File: src/port3_upper_pkg.sv
// Constants, modes and carriers for the port 3 upper pin configuration
package port3_upper_pkg;

   // Register location in the register file
   localparam logic [7:0] CFG_ADDR = 8'hE1;
   localparam logic CFG_SET1 = 1'h1;
   localparam logic CFG_BANK = 1'h1;

   // Reset value and implemented bits
   localparam logic [7:0] CFG_RESET = 8'h50;
   localparam logic [7:0] CFG_IMPL_MASK = 8'hF1;
   localparam logic [7:0] CFG_ZERO = 8'h00;

   // Field positions
   localparam int UPPER_MODE_HI = 7;
   localparam int UPPER_MODE_LO = 6;
   localparam int LOWER_MODE_HI = 5;
   localparam int LOWER_MODE_LO = 4;
   localparam int UNUSED_HI = 3;
   localparam int UNUSED_LO = 1;
   localparam int SPLIT_SEL_BIT = 0;

   // Pin indices within the two-pin vectors
   localparam int PIN_LOWER = 0;
   localparam int PIN_UPPER = 1;
   localparam int PIN_COUNT = 2;

   // Pin mode encodings
   typedef enum logic [1:0] {
      MODE_CMOS_IN = 2'h0,
      MODE_OPEN_DRAIN = 2'h1,
      MODE_PUSH_PULL = 2'h2,
      MODE_IN_PULLUP = 2'h3
   } pin_mode_t;

   // Register access request from the CPU core
   typedef struct packed {
      logic [7:0] addr;
      logic set1;
      logic bank;
      logic reg_mode;
      logic wr;
      logic rd;
      logic [7:0] wdata;
   } reg_req_t;

   // Drive of one pin pad
   typedef struct packed {
      logic oe;
      logic out;
      logic pull_en;
   } pin_drive_t;

endpackage : port3_upper_pkg
File: src/pin_mode_cell.sv
// Mode decoder for one port pin: turns mode and data bit into pad drive
module pin_mode_cell
   import port3_upper_pkg::*;
(
   input wire logic [1:0] mode,
   input wire logic data_bit,
   output pin_drive_t drive
);

   pin_mode_t mode_sel;
   logic is_od;
   logic is_pp;

   // Decode the mode field
   assign mode_sel = pin_mode_t'(mode);
   assign is_od = (mode_sel == MODE_OPEN_DRAIN);
   assign is_pp = (mode_sel == MODE_PUSH_PULL);

   // Open drain only pulls low; push-pull drives both levels
   assign drive.oe = is_pp | (is_od & ~data_bit);
   assign drive.out = is_pp & data_bit;
   assign drive.pull_en = (mode_sel == MODE_IN_PULLUP);

endmodule : pin_mode_cell

File: src/port3_upper_pin_config.sv
// Port 3 upper pin configuration register with pad drive for two pins
module port3_upper_pin_config
   import port3_upper_pkg::*;
(
   input wire logic clk_sys,
   input wire logic sys_rst,
   input reg_req_t reg_req,
   output logic [7:0] rd_data_ff,
   output logic rd_valid_ff,
   input wire logic port3_bit4_data,
   input wire logic port3_bit5_data,
   input wire logic port3_bit4_pin_in,
   input wire logic port3_bit5_pin_in,
   output logic port3_bit4_pin_out_ff,
   output logic port3_bit4_pin_oe_ff,
   output logic port3_bit4_pull_en_ff,
   output logic port3_bit5_pin_out_ff,
   output logic port3_bit5_pin_oe_ff,
   output logic port3_bit5_pull_en_ff,
   output logic port3_bit4_in_sync_ff,
   output logic port3_bit5_in_sync_ff,
   output logic port4_split_sel_ff
);

   logic [7:0] cfg_ff;
   logic [7:0] nxt_cfg;
   logic addr_hit;
   logic wr_hit;
   logic rd_hit;
   logic [7:0] cfg_readback;
   logic [PIN_COUNT-1:0] pin_data;
   logic [PIN_COUNT-1:0] pin_raw;
   logic [PIN_COUNT-1:0] pin_meta_ff;
   logic [PIN_COUNT-1:0] pin_sync_ff;
   pin_drive_t drive_lower;
   pin_drive_t drive_upper;

   // Address decode, register addressing only
   assign addr_hit = (reg_req.addr == CFG_ADDR)
      & (reg_req.set1 == CFG_SET1)
      & (reg_req.bank == CFG_BANK)
      & reg_req.reg_mode;
   assign wr_hit = addr_hit & reg_req.wr;
   assign rd_hit = addr_hit & reg_req.rd;

   // Only implemented bits are stored
   assign nxt_cfg = wr_hit ? (reg_req.wdata & CFG_IMPL_MASK) : cfg_ff;
   assign cfg_readback = cfg_ff & CFG_IMPL_MASK;

   // Configuration register
   always_ff @(posedge clk_sys)
   begin
      if (sys_rst)
      begin
         cfg_ff <= CFG_RESET;
      end
      else
      begin
         cfg_ff <= nxt_cfg;
      end
   end

   // Read port, zero outside a hit
   always_ff @(posedge clk_sys)
   begin
      if (sys_rst)
      begin
         rd_data_ff <= CFG_ZERO;
         rd_valid_ff <= 1'b0;
      end
      else
      begin
         rd_data_ff <= rd_hit ? cfg_readback : CFG_ZERO;
         rd_valid_ff <= rd_hit;
      end
   end

   // Pin inputs pass two flip-flops
   assign pin_raw = {port3_bit5_pin_in, port3_bit4_pin_in};
   always_ff @(posedge clk_sys)
   begin
      if (sys_rst)
      begin
         pin_meta_ff <= '0;
         pin_sync_ff <= '0;
      end
      else
      begin
         pin_meta_ff <= pin_raw;
         pin_sync_ff <= pin_meta_ff;
      end
   end
   assign port3_bit4_in_sync_ff = pin_sync_ff[PIN_LOWER];
   assign port3_bit5_in_sync_ff = pin_sync_ff[PIN_UPPER];

   // Mode decoders for upper and lower pin
   assign pin_data = {port3_bit5_data, port3_bit4_data};

   pin_mode_cell u_upper_cell (
      .mode (cfg_ff[UPPER_MODE_HI:UPPER_MODE_LO]),
      .data_bit (pin_data[PIN_UPPER]),
      .drive (drive_upper)
   );

   pin_mode_cell u_lower_cell (
      .mode (cfg_ff[LOWER_MODE_HI:LOWER_MODE_LO]),
      .data_bit (pin_data[PIN_LOWER]),
      .drive (drive_lower)
   );

   // Registered pad drive; reset leaves pads released, as open drain high
   always_ff @(posedge clk_sys)
   begin
      if (sys_rst)
      begin
         port3_bit5_pin_oe_ff <= 1'b0;
         port3_bit5_pin_out_ff <= 1'b0;
         port3_bit5_pull_en_ff <= 1'b0;
         port3_bit4_pin_oe_ff <= 1'b0;
         port3_bit4_pin_out_ff <= 1'b0;
         port3_bit4_pull_en_ff <= 1'b0;
      end
      else
      begin
         port3_bit5_pin_oe_ff <= drive_upper.oe;
         port3_bit5_pin_out_ff <= drive_upper.out;
         port3_bit5_pull_en_ff <= drive_upper.pull_en;
         port3_bit4_pin_oe_ff <= drive_lower.oe;
         port3_bit4_pin_out_ff <= drive_lower.out;
         port3_bit4_pull_en_ff <= drive_lower.pull_en;
      end
   end

   // Port 4 control arrangement select
   always_ff @(posedge clk_sys)
   begin
      if (sys_rst)
      begin
         port4_split_sel_ff <= 1'b0;
      end
      else
      begin
         port4_split_sel_ff <= cfg_ff[SPLIT_SEL_BIT];
      end
   end
endmodule : port3_upper_pin_config

File: config.mk
export PLATFORM = sky130hd
export DESIGN_NAME = port3_upper_pin_config
export DESIGN_NICKNAME = d
export VERILOG_FILES = /design/src/port3_upper_pkg.sv /design/src/pin_mode_cell.sv /design/src/port3_upper_pin_config.sv
export SDC_FILE = /design/constraint.sdc
export NUM_CORES = 1
export LEC_CHECK = 0
export ABC_AREA = 1
export BUFFER_PORTS_ARGS = -buffer_cell sky130_fd_sc_hd__clkbuf_2
export CAP_MARGIN = 20
export CORE_MARGIN = 5
export CORE_UTILIZATION = 38
export CTS_BUF_LIST = sky130_fd_sc_hd__clkbuf_4 sky130_fd_sc_hd__clkbuf_8 sky130_fd_sc_hd__clkbuf_16
export CTS_CLUSTER_SIZE = 12
export DETAILED_ROUTE_END_ITERATION = 6
export GPL_TIMING_DRIVEN = 0
export PLACE_DENSITY = 0.73
export SLEW_MARGIN = 5
export SYNTH_ARGS = -nofsm -noshare
export SYNTH_HDL_FRONTEND = slang
export SYNTH_SLANG_ARGS = --single-unit
File: constraint.sdc
create_clock -name clk_sys -period 0.8 [get_ports clk_sys]
set_input_delay 0.08 -clock clk_sys [delete_from_list [all_inputs] [get_ports clk_sys]]
set_output_delay 0.08 -clock clk_sys [all_outputs]
set_load 0.03 [all_outputs]
==> flow_metrics.py <==
metrics = {
    "status": {
        "outcome": "finished with violations",
        "failed_checks": "setup timing",
    },
    "floorplanning": {
        "fp-row-count": 16,
        "ios": 45,
        "core_um2": 2000,
        "die_width_um": 56.4,
        "initial_core_util": 0.408,
        "die_y_um": 56.4,
        "die_area_um2": 3180,
    },
    "layout": {
        "fillers": 151,
        "nNetsFinal": 179,
        "antenna_cells": 0,
        "area_growth_pct": 62.2,
        "fin_util": 0.662,
        "instances_no_fill": 178,
        "drive_above_1_share": 0.464,
    },
    "route": {
        "via_count": 780,
        "drtPass1Iterations": 4,
        "avgRoutedWirePerCell_um": 12.0,
        "totalWireLength_um": 2140,
        "drt_iter0_markers": 13,
        "postRouteAntennaNets": 0,
        "via_per_inst": 4.38,
        "route.detailed.drc": 0,
    },
    "synth": {
        "yosysTopAreaCell": "dfxtp_1",
        "seq_area_frac_synth": 0.539,
        "synth_flop_cell": "dfxtp_1",
        "ys_top_cells_by_area": "dfxtp_1 (54%), inv_1 (10%), nor2_1 (9.2%)",
        "ys_types": 17,
        "syn_area_per_cell_um2": 7.93,
        "ys_seq_elements": 22,
        "ys_top_cells_by_count": "dfxtp_1 (22), inv_1 (22), nor2_1 (20), nand2_1 (15), nand4_1 (5)",
        "synth_edf_count": 0,
        "yosysTopAreaCellShare": 0.539,
        "async_flop_share": 0,
        "synthCells": 103,
        "netlist_area_um2": 817,
        "yosys_warnings": 0,
    },
    "cts": {
        "cts_max_level": 1,
        "tritoncts": "done",
        "clockBufferDepth": 2,
        "cts_num_sinks": 22,
        "root_buffer": "clkbuf_4",
        "cts_setup_buffers": 0,
        "clk_latency_ns": 0.31,
        "clk_pin_slew_ns": 0.13,
        "numCtsBuffers": 3,
    },
    "timing": {
        "max_freq_mhz": 1140,
        "timing.final.ws_setup_ns": -0.0806,
        "worst_clock_skew_ns": 0.00920,
        "fin_crit_ns": 0.881,
        "finalCritPeriodShare": 1.10,
        "hold_viol": 0,
        "rsz0062_at_grt": "yes",
        "maxSlewViolCount": 0,
        "setup_violations": 16,
        "final.setup.tns_ns": -1.03,
    },
    "power": {
        "max-vdd-ir-drop_mv": 1.02,
        "p_leak_nw": 0.681,
        "pwr-share-comb": 0.104,
        "p_int_mw": 1.72,
        "pwr-share-clk": 0.387,
        "swShare": 0.216,
        "p_per_area_nw_per_um2": 1660,
        "p_seq_frac": 0.509,
        "finalPower_mw": 2.20,
        "p_switching_mw": 0.474,
    },
    "grt": {
        "grt_overflow": 0,
        "grtUsageTotal": 0.126,
        "grt_max_degree": 14,
        "grt_pass1_wl_um": 3070,
        "antenna_found_initial": 0,
        "grt_pass1_vias": 742,
    },
    "worst_hold_path": {
        "hold_class": "input pin to flip-flop",
    },
    "worst_setup_path": {
        "crit_slowest_cell": "dfxtp_2",
        "critical_path.top_delay_family": "flip-flops",
        "arrival_ns": 0.80,
        "path_class": "flip-flop to output pin",
        "r2r_slack_ns": -0.03,
        "path_max_fanout": 1,
        "worstPathRequired_ns": 0.72,
        "worst_setup_path_end_kind": "output pin",
        "cp_num_buf_inv": 1,
        "cpPeakStageDelay_ns": 0.36,
        "cp-start-kind": "flip-flop",
        "crit_path_cell_trace": "buf_8",
    },
    "placement": {
        "gp_congestion": 0.765,
        "hpwl_um": 1300,
        "port-buffer-count": 38,
        "place_inst": 170,
    },
    "run": {
        "drv_cap": 0,
    },
}
-- registers in the layout (all words and copies together), names as in the netlist --
| signal | count |
|---|---|
| cfg_ff | 5 |
| rd_data_ff | 5 |
| pin_meta_ff | 2 |
| pin_sync_ff | 2 |
| port3_bit4_pin_oe_ff | 1 |
| port3_bit4_pin_out_ff | 1 |
| port3_bit4_pull_en_ff | 1 |
| port3_bit5_pin_oe_ff | 1 |
| port3_bit5_pin_out_ff | 1 |
| port3_bit5_pull_en_ff | 1 |
| port4_split_sel_ff | 1 |
| rd_valid_ff | 1 |
-- through the flow --
| step | instance area (um^2) | hold WS, ns | setup WS [ns] |
|---|---|---|---|
| floorplan | 825 | 0.187 | 0.0546 |
| global placement | 1050 | 0.273 | -0.130 |
| detailed placement | 1050 | 0.280 | -0.139 |
| CTS | 1290 | 0.0325 | -0.0808 |
| global route | 1330 | 0.0388 | -0.0965 |
| finish | 1330 | 0.0230 | -0.0806 |
-- per-layer routing --
layer	GRT usage	routed length, um	vias up
li1	-	-	409
met1	0.121	777	342
met2	0.245	1240	24
met3	0.0252	87	5
met4	0.0712	41	0
met5	0	0	-
-- tightest hold or removal path, delay by kind of cell --
family                 cells  cell delay [ns]
buffers and inverters      1             0.08
and+or+nand+nor            2             0.15
-- placed cells by master (no fill, tap or decap), types with 2 or more instances in the layout --
cell            n
a21oi_1         2
nor2_4          2
dfxtp_2        18
nor2_1         20
buf_4           3
conb_1          3
nand3_1         3
clkbuf_2       23
nand2_1        15
inv_1          22
nand4_1         5
buf_8          15
dlygate4sd3_1   4
clkbuf_4        3
dfxtp_1         4
-- power groups by stage --
stage | clock (mW) | combinational [mW] | sequential (mW)
floorplan | 0 | 0.0871 | 1.16
global placement | 0 | 0.182 | 1.14
detailed placement | 0 | 0.186 | 1.14
CTS | 0.841 | 0.217 | 1.12
global route | 0.888 | 0.252 | 1.12
finish | 0.852 | 0.228 | 1.12
-- cell families after synthesis --
group                  Yosys count  synth area share
AND/OR/NAND/NOR                 51             0.302
buffers and inverters           26             0.133
flip-flops                      22             0.539
AO/OA/AOI/OAI                    3            0.0214
other                            1           0.00459
-- path summary, 6_finish.rpt --
kind	from	end	cells after the start
hold reg to reg	pin_meta_ff[1]$_SDFF_PP0_	pin_sync_ff[1]$_SDFF_PP0_	2
hold / removal	reg_req[4]	cfg_ff[4]$_SDFFE_PP1P_	3
setup / recovery	rd_data_ff[4]$_SDFF_PP0_	rd_data_ff[4]	1
setup reg to reg	cfg_ff[7]$_SDFFE_PP0P_	port3_bit5_pin_out_ff$_SDFF_PP0_	2
-- cell type report --
class	instances	area (um^2)	area share
Timing Repair Buffer	42	380	0.287
Sequential cell	22	463	0.349
Tap cell	27	33.8	0.0255
Multi-Input combinational cell	57	287	0.216
Inverter	22	82.6	0.0623
Clock inverter	1	30.0	0.0227
Buffer	4	26.3	0.0198
Clock buffer	3	22.5	0.0170
-- timing repair --
item	4_1_cts	5_1_grt
gates resized for setup	44	21
endpoints found under the hold margin	4	0
endpoints found under the setup margin	15	19
hold buffers	4	0
(Power assumes the default switching activity.)
